$ cat config.mk
export PLATFORM = sky130hd
export DESIGN_NAME = uti_datapath
export DESIGN_NICKNAME = d
export VERILOG_FILES = /design/src/inc/uti_pkg.sv /design/src/logic/uti_datapath.sv /design/src/logic/uti_rx_front.sv
export SDC_FILE = /design/constraint.sdc
export NUM_CORES = 1
export LEC_CHECK = 0
export BUFFER_PORTS_ARGS = -buffer_cell sky130_fd_sc_hd__clkbuf_2
export CORE_AREA = 2 2 184 186
export CTS_BUF_LIST = sky130_fd_sc_hd__clkbuf_4 sky130_fd_sc_hd__clkbuf_8 sky130_fd_sc_hd__clkbuf_16
export DETAILED_ROUTE_END_ITERATION = 10
export DIE_AREA = 0 0 186 188
export GPL_TIMING_DRIVEN = 0
export HOLD_SLACK_MARGIN = 0.05
export PLACE_DENSITY = 0.44
export SLEW_MARGIN = 20
export SYNTH_ARGS = -nofsm -noshare
export SYNTH_HDL_FRONTEND = slang
export SYNTH_HIERARCHICAL = 1
export SYNTH_SLANG_ARGS = --single-unit
$ cat constraint.sdc
create_clock -name I_MCLK -period 7 [get_ports I_MCLK]
set_input_delay 1.4 -clock I_MCLK [delete_from_list [all_inputs] [get_ports I_MCLK]]
set_output_delay 1.4 -clock I_MCLK [all_outputs]
set_load 0.05 [all_outputs]
$ cat src/inc/uti_pkg.sv
// constants, types and register map of the serial transmit/receive datapath
package uti_pkg;
  localparam logic [31:0] OFF_STATUS = 32'h0000_0000;
  localparam logic [31:0] OFF_DATA = 32'h0000_0004;
  localparam logic [31:0] OFF_CTRL1 = 32'h0000_0008;
  localparam logic [31:0] OFF_CTRL2 = 32'h0000_000c;
  // status bits
  localparam int ST_FRAMING_ERROR_FLAG = 2;
  localparam int ST_OVERRUN_FLAG = 3;
  localparam int ST_RX_IDLE_FLAG = 4;
  localparam int ST_RAVAIL = 5;
  localparam int ST_TX_IDLE_FLAG = 6;
  localparam int ST_TEMPTY = 7;
  // control one bits
  localparam int C1_TX9 = 0;
  localparam int C1_RX9 = 1;
  localparam int C1_STOP2 = 2;
  localparam int C1_NINE = 3;
  localparam int C1_BRK = 4;
  localparam int C1_RECEIVER_ENABLE = 5;
  localparam int C1_TRANSMITTER_ENABLE = 6;
  // control two bits
  localparam int C2_TX_EMPTY_IRQ_ENABLE = 0;
  localparam int C2_RIE = 1;
  localparam int C2_DIV_LSB = 8;
  localparam logic [7:0] DIV_RST = 8'h0c;
  // bit timing in 16x ticks
  localparam logic [3:0] SUB_LAST = 4'hf;
  localparam logic [3:0] SUB_MID = 4'h8;
  localparam logic [3:0] BRK_LAST = 4'hc;
  localparam logic [3:0] LAST_BIT8 = 4'h7;
  localparam logic [3:0] LAST_BIT9 = 4'h8;
  localparam logic [1:0] FIFO_DEPTH = 2'h2;
  localparam logic [1:0] RESP_OKAY = 2'h0;
  localparam logic [1:0] RESP_SLVERR = 2'h2;
  typedef enum logic [4:0] {
    TX_IDLE = 5'h01, TX_START = 5'h02, TX_DATA = 5'h04, TX_BRK = 5'h08, TX_STOP = 5'h10
  } uti_tx_e;
  typedef enum logic [4:0] {
    RX_IDLE = 5'h01, RX_START = 5'h02, RX_DATA = 5'h04, RX_STOP = 5'h08, RX_WAIT = 5'h10
  } uti_rx_e;
endpackage : uti_pkg

$ cat src/logic/uti_datapath.sv
// serial port transmit/receive datapath with axi4-lite register slave
//
// Chosen here: the address map and register access over AXI4-Lite.
`timescale 1ns/1ps
module uti_datapath (
  // clock and reset
  input wire logic I_MCLK,
  input wire logic I_NRST,
  // axi4-lite write address and data
  input wire logic [31:0] I_AWADDR,
  input wire logic I_AWVALID,
  output logic O_AWREADY,
  input wire logic [31:0] I_WDATA,
  input wire logic [3:0] I_WSTRB,
  input wire logic I_WVALID,
  output logic O_WREADY,
  // axi4-lite write response
  output logic [1:0] O_BRESP,
  output logic O_BVALID,
  input wire logic I_BREADY,
  // axi4-lite read
  input wire logic [31:0] I_ARADDR,
  input wire logic I_ARVALID,
  output logic O_ARREADY,
  output logic [31:0] O_RDATA,
  output logic [1:0] O_RRESP,
  output logic O_RVALID,
  input wire logic I_RREADY,
  // serial pins
  input wire logic I_RX,
  output logic O_TX,
  // interrupt requests
  output logic O_TX_IRQ,
  output logic O_RX_IRQ
);
  import uti_pkg::*;

  typedef struct packed {
    logic awready;
    logic wready;
    logic aw_hold;
    logic w_hold;
    logic [31:0] awaddr;
    logic [31:0] wdata;
    logic [3:0] wstrb;
    logic bvalid;
    logic [1:0] bresp;
    logic arready;
    logic rvalid;
    logic [1:0] rresp;
    logic [31:0] rdata;
    logic tx_ninth;
    logic stop2;
    logic nine;
    logic brk_req;
    logic rx_en;
    logic tx_en;
    logic txe_ie;
    logic rx_ie;
    logic [7:0] div;
    logic seen;
    uti_tx_e tst;
    logic [3:0] tsub;
    logic [3:0] tcnt;
    logic [8:0] tsh;
    logic tbrk;
    logic tline;
    logic [8:0] tbuf;
    logic tfull;
    logic tempty;
    logic tx_idle_flag;
    logic [8:0] bcnt;
    uti_rx_e rst;
    logic [3:0] rsub;
    logic [3:0] rcnt;
    logic [8:0] rsh;
    logic rprev;
    logic rx_idle_flag;
    logic [1:0][8:0] mem;
    logic rptr;
    logic [1:0] rcount;
    logic framing_error_flag;
    logic overrun_flag;
    logic tx_irq;
    logic rx_irq;
  } uti_state_s;

  uti_state_s cur, next_s;
  logic f_tick;
  logic f_rx;
  logic f_maj;

  function automatic logic [3:0] last_bit(input logic nine);
    last_bit = nine ? LAST_BIT9 : LAST_BIT8;
  endfunction : last_bit

  // divider, synchroniser and voter for the receive pin
  uti_rx_front u_front (
    .i_clk(I_MCLK),
    .i_nrst(I_NRST),
    .i_div(cur.div),
    .i_rx(I_RX),
    .o_tick(f_tick),
    .o_rx(f_rx),
    .o_maj(f_maj)
  );

  always_comb begin
    logic wr_go;
    logic data_wr;
    logic data_rd;
    logic stat_rd;
    logic brk_go;
    logic [8:0] word;
    logic [8:0] head;
    logic pop;
    logic push;
    logic push_framing_error_flag;
    logic [1:0] cnt_after;
    wr_go = 1'b0;
    data_wr = 1'b0;
    data_rd = 1'b0;
    stat_rd = 1'b0;
    word = '0;
    push = 1'b0;
    push_framing_error_flag = 1'b0;
    brk_go = 1'b0;
    pop = 1'b0;
    cnt_after = 2'h0;
    next_s = cur;
    next_s.rx_irq = 1'b0;
    head = cur.mem[cur.rptr];

    // write channels are taken independently, executed once both are held
    if (I_AWVALID && cur.awready) begin
      next_s.aw_hold = 1'b1;
      next_s.awaddr = I_AWADDR;
    end
    if (I_WVALID && cur.wready) begin
      next_s.w_hold = 1'b1;
      next_s.wdata = I_WDATA;
      next_s.wstrb = I_WSTRB;
    end
    if (cur.bvalid && I_BREADY) begin
      next_s.bvalid = 1'b0;
    end
    wr_go = cur.aw_hold && cur.w_hold && !cur.bvalid;
    if (wr_go) begin
      next_s.aw_hold = 1'b0;
      next_s.w_hold = 1'b0;
      next_s.bvalid = 1'b1;
      next_s.bresp = RESP_OKAY;
      case (cur.awaddr)
        OFF_STATUS: begin
          next_s.bresp = RESP_OKAY;
        end
        OFF_DATA: begin
          data_wr = cur.wstrb[0];
        end
        OFF_CTRL1: begin
          if (cur.wstrb[0]) begin
            next_s.tx_ninth = cur.wdata[C1_TX9];
            next_s.stop2 = cur.wdata[C1_STOP2];
            next_s.nine = cur.wdata[C1_NINE];
            next_s.brk_req = cur.wdata[C1_BRK];
            next_s.rx_en = cur.wdata[C1_RECEIVER_ENABLE];
            next_s.tx_en = cur.wdata[C1_TRANSMITTER_ENABLE];
          end
        end
        OFF_CTRL2: begin
          if (cur.wstrb[0]) begin
            next_s.txe_ie = cur.wdata[C2_TX_EMPTY_IRQ_ENABLE];
            next_s.rx_ie = cur.wdata[C2_RIE];
          end
          if (cur.wstrb[1]) begin
            next_s.div = cur.wdata[C2_DIV_LSB +: 8];
          end
        end
        default: begin
          next_s.bresp = RESP_SLVERR;
        end
      endcase
    end
    next_s.awready = !next_s.aw_hold && !next_s.bvalid;
    next_s.wready = !next_s.w_hold && !next_s.bvalid;

    // read channel: data is registered on the address handshake
    if (cur.rvalid && I_RREADY) begin
      next_s.rvalid = 1'b0;
      next_s.arready = 1'b1;
    end
    if (I_ARVALID && cur.arready) begin
      next_s.arready = 1'b0;
      next_s.rvalid = 1'b1;
      next_s.rresp = RESP_OKAY;
      next_s.rdata = '0;
      case (I_ARADDR)
        OFF_STATUS: begin
          stat_rd = 1'b1;
          next_s.rdata[ST_FRAMING_ERROR_FLAG] = cur.framing_error_flag;
          next_s.rdata[ST_OVERRUN_FLAG] = cur.overrun_flag;
          next_s.rdata[ST_RX_IDLE_FLAG] = cur.rx_idle_flag;
          next_s.rdata[ST_RAVAIL] = cur.rcount != 2'h0;
          next_s.rdata[ST_TX_IDLE_FLAG] = cur.tx_idle_flag;
          next_s.rdata[ST_TEMPTY] = cur.tempty;
        end
        OFF_DATA: begin
          data_rd = 1'b1;
          next_s.rdata[7:0] = head[7:0];
        end
        OFF_CTRL1: begin
          next_s.rdata[C1_TX9] = cur.tx_ninth;
          next_s.rdata[C1_RX9] = head[8];
          next_s.rdata[C1_STOP2] = cur.stop2;
          next_s.rdata[C1_NINE] = cur.nine;
          next_s.rdata[C1_BRK] = cur.brk_req;
          next_s.rdata[C1_RECEIVER_ENABLE] = cur.rx_en;
          next_s.rdata[C1_TRANSMITTER_ENABLE] = cur.tx_en;
        end
        OFF_CTRL2: begin
          next_s.rdata[C2_TX_EMPTY_IRQ_ENABLE] = cur.txe_ie;
          next_s.rdata[C2_RIE] = cur.rx_ie;
          next_s.rdata[C2_DIV_LSB +: 8] = cur.div;
        end
        default: begin
          next_s.rresp = RESP_SLVERR;
        end
      endcase
    end

    // status read arms the clear sequence; a data read, or a data write with strobe bit 0 set, consumes it
    if (data_wr || data_rd) begin
      next_s.seen = 1'b0;
    end
    if (stat_rd) begin
      next_s.seen = 1'b1;
    end

    // break arming: request must stay high for more than divisor+1 cycles
    if (!cur.brk_req || !cur.tx_idle_flag || cur.tst != TX_IDLE) begin
      next_s.bcnt = 9'h000;
    end else if (cur.bcnt <= {1'b0, cur.div}) begin
      next_s.bcnt = cur.bcnt + 9'h001;
    end
    brk_go = cur.bcnt > {1'b0, cur.div};

    // transmitter; buffered data survives a disable so load-then-enable works
    if (!cur.tx_en) begin
      if (cur.tst != TX_IDLE) begin
        next_s.tx_idle_flag = 1'b1;
      end
      next_s.tst = TX_IDLE;
      next_s.tsub = 4'h0;
    end else begin
      unique case (cur.tst)
        TX_IDLE: begin
          next_s.tsub = 4'h0;
          if (cur.tfull) begin
            next_s.tsh = cur.tbuf;
            next_s.tfull = 1'b0;
            next_s.tempty = 1'b1;
            next_s.tbrk = 1'b0;
            next_s.tst = TX_START;
          end else if (brk_go) begin
            next_s.tbrk = 1'b1;
            next_s.tx_idle_flag = 1'b0;
            next_s.tst = TX_START;
          end
        end
        TX_START, TX_DATA, TX_BRK, TX_STOP: begin
          if (f_tick) begin
            next_s.tsub = cur.tsub + 4'h1;
            if (cur.tsub == SUB_LAST) begin
              next_s.tcnt = cur.tcnt + 4'h1;
              unique case (cur.tst)
                TX_START: begin
                  next_s.tcnt = 4'h0;
                  next_s.tst = cur.tbrk ? TX_BRK : TX_DATA;
                end
                TX_DATA: begin
                  next_s.tsh = {1'b0, cur.tsh[8:1]};
                  if (cur.tcnt == last_bit(cur.nine)) begin
                    next_s.tcnt = 4'h0;
                    next_s.tst = TX_STOP;
                  end
                end
                TX_BRK: begin
                  if (cur.tcnt == BRK_LAST) begin
                    next_s.tcnt = 4'h0;
                    if (!cur.brk_req) begin
                      next_s.tst = TX_STOP;
                    end
                  end
                end
                default: begin
                  if (cur.tcnt == {3'h0, cur.stop2}) begin
                    next_s.tst = TX_IDLE;
                    next_s.tx_idle_flag = 1'b1;
                  end
                end
              endcase
            end
          end
        end
      endcase
    end

    // data write; refused unless status was read and the buffer is empty
    if (data_wr && cur.seen && cur.tempty) begin
      word = {cur.nine & cur.tx_ninth, cur.wdata[7:0]};
      next_s.tx_idle_flag = 1'b0;
      if (cur.tx_en && cur.tst == TX_IDLE && !cur.tfull && !brk_go) begin
        next_s.tsh = word;
        next_s.tbrk = 1'b0;
        next_s.tsub = 4'h0;
        next_s.tst = TX_START;
      end else begin
        next_s.tbuf = word;
        next_s.tfull = 1'b1;
        next_s.tempty = 1'b0;
      end
    end

    unique case (next_s.tst)
      TX_START: next_s.tline = 1'b0;
      TX_DATA: next_s.tline = next_s.tsh[0];
      TX_BRK: next_s.tline = 1'b0;
      TX_STOP: next_s.tline = 1'b1;
      TX_IDLE: next_s.tline = 1'b1;
    endcase
    // break leaves the empty flag alone, so it never requests here
    next_s.tx_irq = next_s.tempty && cur.txe_ie;

    // receiver
    pop = data_rd && cur.seen && cur.rcount != 2'h0;
    cnt_after = cur.rcount - {1'b0, pop};
    if (pop) begin
      next_s.rptr = ~cur.rptr;
      next_s.overrun_flag = 1'b0;
      next_s.framing_error_flag = 1'b0;
    end
    next_s.rprev = f_rx;
    if (!cur.rx_en) begin
      next_s.rst = RX_IDLE;
      next_s.rx_idle_flag = 1'b1;
    end else begin
      unique case (cur.rst)
        RX_IDLE: begin
          if (cur.rprev && !f_rx) begin
            next_s.rst = RX_START;
            next_s.rsub = 4'h0;
            next_s.rx_idle_flag = 1'b0;
          end
        end
        RX_WAIT: begin
          if (f_tick && f_maj) begin
            next_s.rst = RX_IDLE;
          end
        end
        RX_START, RX_DATA, RX_STOP: begin
          if (f_tick) begin
            next_s.rsub = cur.rsub + 4'h1;
            // decisions fall at mid-bit; the next lands sixteen ticks on
            if (cur.rsub == SUB_MID) begin
              unique case (cur.rst)
                RX_START: begin
                  if (f_maj) begin
                    next_s.rst = RX_IDLE;
                    next_s.rx_idle_flag = 1'b1;
                  end else begin
                    next_s.rcnt = 4'h0;
                    next_s.rst = RX_DATA;
                  end
                end
                RX_DATA: begin
                  next_s.rsh = {f_maj, cur.rsh[8:1]};
                  next_s.rcnt = cur.rcnt + 4'h1;
                  if (cur.rcnt == last_bit(cur.nine)) begin
                    next_s.rst = RX_STOP;
                  end
                end
                default: begin
                  push = 1'b1;
                  push_framing_error_flag = !f_maj;
                  next_s.rx_idle_flag = 1'b1;
                  next_s.rst = f_maj ? RX_IDLE : RX_WAIT;
                end
              endcase
            end
          end
        end
      endcase
    end

    if (push) begin
      next_s.rx_irq = cur.rx_ie;
      if (push_framing_error_flag) begin
        next_s.framing_error_flag = 1'b1;
      end
      if (cnt_after == FIFO_DEPTH) begin
        next_s.overrun_flag = 1'b1;
      end else begin
        next_s.mem[cur.rptr ^ cur.rcount[0]] = cur.nine ? cur.rsh : {1'b0, cur.rsh[8:1]};
        next_s.rcount = cnt_after + 2'h1;
      end
    end else begin
      next_s.rcount = cnt_after;
    end
  end

  always_ff @(posedge I_MCLK or negedge I_NRST) begin
    if (!I_NRST) begin
      cur <= '0;
      cur.arready <= 1'b1;
      cur.awready <= 1'b1;
      cur.wready <= 1'b1;
      cur.div <= DIV_RST;
      cur.tst <= TX_IDLE;
      cur.rst <= RX_IDLE;
      cur.tline <= 1'b1;
      cur.tempty <= 1'b1;
      cur.tx_idle_flag <= 1'b1;
      cur.rx_idle_flag <= 1'b1;
      cur.rprev <= 1'b1;
    end else begin
      cur <= next_s;
    end
  end

  assign O_AWREADY = cur.awready;
  assign O_WREADY = cur.wready;
  assign O_BRESP = cur.bresp;
  assign O_BVALID = cur.bvalid;
  assign O_ARREADY = cur.arready;
  assign O_RDATA = cur.rdata;
  assign O_RRESP = cur.rresp;
  assign O_RVALID = cur.rvalid;
  assign O_TX = cur.tline;
  assign O_TX_IRQ = cur.tx_irq;
  assign O_RX_IRQ = cur.rx_irq;
endmodule : uti_datapath

$ cat src/logic/uti_rx_front.sv
// baud tick divider, receive pin synchroniser and majority voter
`timescale 1ns/1ps
module uti_rx_front (
  // clock and reset
  input wire logic i_clk,
  input wire logic i_nrst,
  // divisor and pin
  input wire logic [7:0] i_div,
  input wire logic i_rx,
  // results
  output logic o_tick,
  output logic o_rx,
  output logic o_maj
);
  import uti_pkg::*;
  typedef struct packed {
    logic [7:0] cnt;
    logic tick;
    logic s1;
    logic s2;
    logic [2:0] smp;
    logic maj;
  } uti_front_s;
  uti_front_s cur, nxt;

  function automatic logic vote(input logic [2:0] v);
    vote = (v[0] & v[1]) | (v[0] & v[2]) | (v[1] & v[2]);
  endfunction : vote

  always_comb begin
    nxt = cur;
    nxt.s1 = i_rx;
    nxt.s2 = cur.s1;
    nxt.tick = 1'b0;
    nxt.cnt = cur.cnt + 8'h01;
    // tick rate is clock / (divisor+1), i.e. sixteen per bit
    if (cur.cnt >= i_div) begin
      nxt.cnt = 8'h00;
      nxt.tick = 1'b1;
    end
    if (cur.tick) begin
      nxt.smp = {cur.smp[1:0], cur.s2};
      nxt.maj = vote({cur.smp[1:0], cur.s2});
    end
  end

  always_ff @(posedge i_clk or negedge i_nrst) begin
    if (!i_nrst) begin
      cur <= '0;
      cur.s1 <= 1'b1;
      cur.s2 <= 1'b1;
      cur.smp <= 3'h7;
      cur.maj <= 1'b1;
    end else begin
      cur <= nxt;
    end
  end

  assign o_tick = cur.tick;
  assign o_rx = cur.s2;
  assign o_maj = cur.maj;
endmodule : uti_rx_front

# --- Word level (Yosys, flattened, before mapping) ---
# Index checks and enable logic that the tools add are counted.
op_classes:
  order_cmp: 6
  n_reduce_logical: 62
  n_eq_ne: 47
  addsub: 8
  mux: 112
  n_bitwise: 10
ops:
  columns: ["op", "count"]
  rows:
  - ["$eq 32x4->1 const B", 4]
  - ["$mux 9", 14]
  - ["$eq 32x3->1 const B", 2]
  - ["$logic_not 32->1", 2]
  - ["$mux 5", 12]
  - ["$pmux 5 s3", 3]
  - ["$mux 22", 2]
  - ["$mux 1", 41]
  - ["$mux 36", 1]
  - ["$pmux 9 s2", 2]
  - ["$mux 10", 3]
  - ["$mux 13", 2]
  - ["$ne 4x4->1 const B", 6]
  - ["$mux 2", 11]
  - ["$logic_and 1x1->1", 20]
  - ["$mux 4", 5]
  - ["$bwmux 18", 1]
  - ["$add 4x1->4 const B", 4]
  - ["$pmux 4 s2", 2]
  - ["$eq 5x1->1 const B", 3]
  - ["$eq 5x2->1 const B", 3]
  - ["$eq 5x3->1 const B", 3]
  - ["$eq 5x4->1 const B", 3]
  - ["$eq 5x5->1 const B", 3]
  - ["45 further kinds", 93]
totals:
  output_inout_bits: 44
  input_bits: 108
  word_cells: 299
  regBits: 202

# --- Depth between registers and ports, before layout ---
logic_depth:
  depth_word: 13
  depth_mapped: 13
  ltp_nobuf: 12

# --- Modules after synthesis ---
# The synthesis kept the hierarchy.
modules_own_cells:
  columns: ["module", "cells_each", "seq_area_each_um2", "area_each_um2", "n_inst"]
  rows:
  - ["uti_datapath", 835, 4669.5, 9047.4, 1]
  - ["uti_rx_front", 64, 356.6, 755.7, 1]

# --- Worst setup path before layout ---
# No wires, ideal clock.
synth_path:
  path_type: "input -> register"
  from: "in I_ARADDR[13]"
  to: "reg cur[22] (netlist bit)"
  slack_ps: 2703
  path_stages: 12
  setup_ps: 123
  path_buffers: 2
  t_arrival_ps: 4173
  t_required_ps: 6877
  cell_sequence: "or4_1 nor4_1 nand4b_1 nor2_1 o2111a_1 ha_1 ha_1 or3_1 buf_6 buf_12 nand2_2 o21ai_2"
synth_between:
  elab_chain_cells: 9
synth_rtl:
  columns: ["element", "line_no", "rtl"]
  rows:
  - ["from (decl)", "uti_datapath.sv:22", "input wire logic [31:0] I_ARADDR,"]
  - ["$eq 32x3->1", "uti_datapath.sv:197", "case (I_ARADDR)"]
  - ["$mux 1", "uti_datapath.sv:197", null]
  - ["$mux 1", "uti_datapath.sv:192", "if (I_ARVALID && cur.arready) begin"]
  - ["$logic_and 1x1->1 (2 in a row)", "uti_datapath.sv:335", "pop = data_rd && cur.seen && cur.rcount != 2'h0;"]
  - ["$sub 2x1->2", "uti_datapath.sv:336", "cnt_after = cur.rcount - {1'b0, pop};"]
  - ["$eq 2x2->1", "uti_datapath.sv:400", "if (cnt_after == FIFO_DEPTH) begin"]
  - ["$not 1->1 (no line)", null, null]
  - ["$reduce_and 2->1 (no line)", null, null]
  - ["to (signal assigned)", "uti_datapath.sv:426", "cur <= next_s;"]
  - ["to (decl)", "uti_datapath.sv:88", "uti_state_s cur, next_s;"]
# Every way passes these cells.
# A chain may end at the register's enable or synchronous reset.

# --- Final worst setup path ---
layout_path:
  from: "in I_ARADDR[13]"
  to: "reg cur[14] (netlist bit)"
# The elaborated chain is that of the path after synthesis.

==> impl_metrics.ini <==
[sta]
fin_setup_tns_ns = 0
tightest_slew_ns = 0.9573
fmax_mhz = 217.5
skew_ns = 0.01207
slew_violations = 0
layout_setup_ws_ns = 2.403
hold_viol_final = 0
setup_violations = 0
rsz0062_at_grt = false
fin_crit_ns = 4.597
period_share = 0.6567
relSlewSlack = 0.3595

[setup_path]
startpoint_type = input port
worstPathCellList = clkbuf_2 > or4_1 > nor4_1 > nand4b_1 > nor2_1 > o2111a_1 > ha_1 > xor2_1 > ha_1 > nor2_1 > nand2_1 > buf_2 > o21ai_0
cp_max_fo = 10
end_kind = flop
arrival_ns = 4.91
crit_slowest_cell = or4_1
crit_type = input port to flop
slowest_delay_ns = 0.51
crit_family = simple AND/OR/NAND/NOR gates
path_buf_inv = 2
cp.required_ns = 7.32

[final_layout]
drive_above_1_share = 0.3008
post-route-util = 0.3508
syn2layout_area_growth_pct = 18.49
antenna_cells = 0
largest_reg_flops = 160
nNetsFinal = 1186
largest-register = cur

[global_route]
grt-ovfl-total = 0
grt_start_max_net_pins = 85
grt_pass1_wl_um = 38210
grt_use_total = 0.1391
first_global_vias = 7179
antenna_found_initial = 0

[die]
fp.dieH_um = 188
rows = 67
core_mm2 = 0.03311
die_width_um = 186
die_area_mm2 = 0.03497
ios = 152
start_util = 0.2961

[clock_network]
insertion_delay_ns = 0.44
cts_tree = built
cts_setup_buffers = 0
clockBufferDepth = 2
root_buffer = clkbuf_16
clock_sinks = 200
clkSlewWorstSetupHoldPaths_ns = 0.08
cts_resized = 0
cts.htree.levels = 4
cts_hold_buffers = 0
cts_buffers = 17

[detailed_routing]
drt_iter0_markers = 296
drc = 0
wl_um = 23140
dr.pass1.iters = 4
ant_nets = 0
vias = 6954
routedWlPerCell_um = 15.30
via_per_inst = 4.599

[pwr]
p_leak_nw = 5.304
finalPower_w = 0.002782
powerDensity_mw_per_mm2 = 239.5
ir_drop_mv = 0.1674

[placement]
io_buffers = 115
dpl.hpwl_um = 17050
globalplace.congestion = 0.7915
post-place-ws_ns = 1.865

[worst_hold_path]
hold_class = flop to flop

[outcome]
status = finished clean

[synthesis]
syn_area_per_cell_um2 = 10.90
yosysWarningCount = 6
syn_area_mm2 = 0.009803
ys_ff_latch = 200
synth_top_flop_cell = dfrtp_1
ys_types = 76
syn_inst = 899
async_flop_share = 1.000
synth_edf_count = 0
synth_sequential_area_ratio = 0.5127

[job]
cap_violations = 0
## kinds of logic (layout without fill, tap and decap cells)
group	count (synthesis)	after routing	synth area share
simple gates	261	261	0.1336
flops	200	200	0.5127
compound gates	179	179	0.1223
mux	108	108	0.1211
buf+inv	102	250	0.05616
fa+ha+maj	27	27	0.03421
xor+xnor	21	21	0.01953
other cells	1	18	0.0003825
## synthesized netlist by cell type (3+ instances only)
cell type | number | area [um^2]
nand3_1 | 15 | 75.07
o22ai_1 | 8 | 50.05
o21a_1 | 4 | 30.03
nor4_1 | 14 | 87.58
dfrtp_1 | 183 | 4579
or3_1 | 4 | 25.02
and2_1 | 3 | 18.77
o21ai_2 | 9 | 78.83
nand2_1 | 89 | 334.1
buf_2 | 7 | 35.03
a21oi_1 | 38 | 190.2
mux2i_1 | 23 | 230.2
nor2_1 | 57 | 214.0
inv_1 | 37 | 138.9
mux2_2 | 85 | 957.2
clkbuf_1 | 18 | 67.56
nor3b_1 | 7 | 52.55
o21ai_0 | 59 | 295.3
nor2b_1 | 6 | 37.54
xor2_1 | 15 | 131.4
a21o_1 | 6 | 45.04
nor4b_1 | 5 | 43.79
nor3_1 | 9 | 45.04
or2_2 | 3 | 18.77
dfstp_2 | 17 | 446.7
nand2b_1 | 6 | 37.54
ha_1 | 26 | 325.3
o22a_1 | 5 | 43.79
nand4_1 | 13 | 81.33
a211oi_1 | 7 | 52.55
xnor2_1 | 5 | 43.79
and3_1 | 11 | 68.82
a22o_1 | 14 | 122.6
buf_4 | 36 | 270.3
## cells in the final DEF, fill, tap and decap left out, types with 7 or more instances in the layout
master and count:
xor2_1 15, clkbuf_16 17, inv_1 37, nor2_1 57
and3_1 11, buf_4 36, buf_2 7, nor3b_1 7
nand3_1 15, o21ai_2 9, nor3_1 9, dfrtp_1 183
dfstp_2 17, clkbuf_1 18, a22o_1 14, nand2_1 89
clkbuf_2 114, conb_1 18, o21ai_0 59, mux2i_1 23
nor4_1 14, a21oi_1 38, ha_1 26, mux2_2 85
a211oi_1 7, nand4_1 13, o22ai_1 8
## report_power, final
group / leakage, nW / internal (W) / switching, W
logic: 2.50 / 0.000199 / 0.000191
clock network: 0.272 / 0.000473 / 0.000476
registers: 2.54 / 0.00133 / 0.000115
## cell type report
cell class / count / area [um^2]
Buffer: 65 / 411.6
Clock buffer: 18 / 439.2
Clock inverter: 13 / 110.1
Fill cell: 3369 / 21500
Inverter: 37 / 138.9
Multi-Input combinational cell: 614 / 4290
Sequential cell: 200 / 5026
Tap cell: 448 / 560.5
Timing Repair Buffer: 117 / 639.4
## path summary, 6_finish.rpt
check,depth (start not counted),slack (ns),from,end
max in group asynchronous,3,4.92,I_NRST,cur[25]
min,0,0.36,u_front/cur[5],u_front/o_rx
max reg2reg,12,2.94,O_ARREADY,cur[14]
min in group asynchronous,1,0.91,I_NRST,cur[209]
max,13,2.40,I_ARADDR[13],cur[14]
min reg2reg,0,0.36,u_front/cur[5],u_front/o_rx
## layer usage
metal,vias to the layer above,track usage,share of wire
li1,3453,-,-
met1,3351,0.1898,0.48
met2,132,0.2210,0.46
met3,18,0.03438,0.047
met4,0,0.03452,0.011
met5,-,0,0
## per-stage QoR
step / hold slack, ns / area (um^2) / instances
floorplan: 0.3452 / 9867 / 916
global placement: 0.3509 / 11000 / 1479
detailed placement: 0.3499 / 11070 / 1481
CTS: 0.3661 / 11620 / 1512
global route: 0.3702 / 11620 / 1512
finish: 0.3621 / 11620 / 1512
Power figures use the tool's default switching activity.
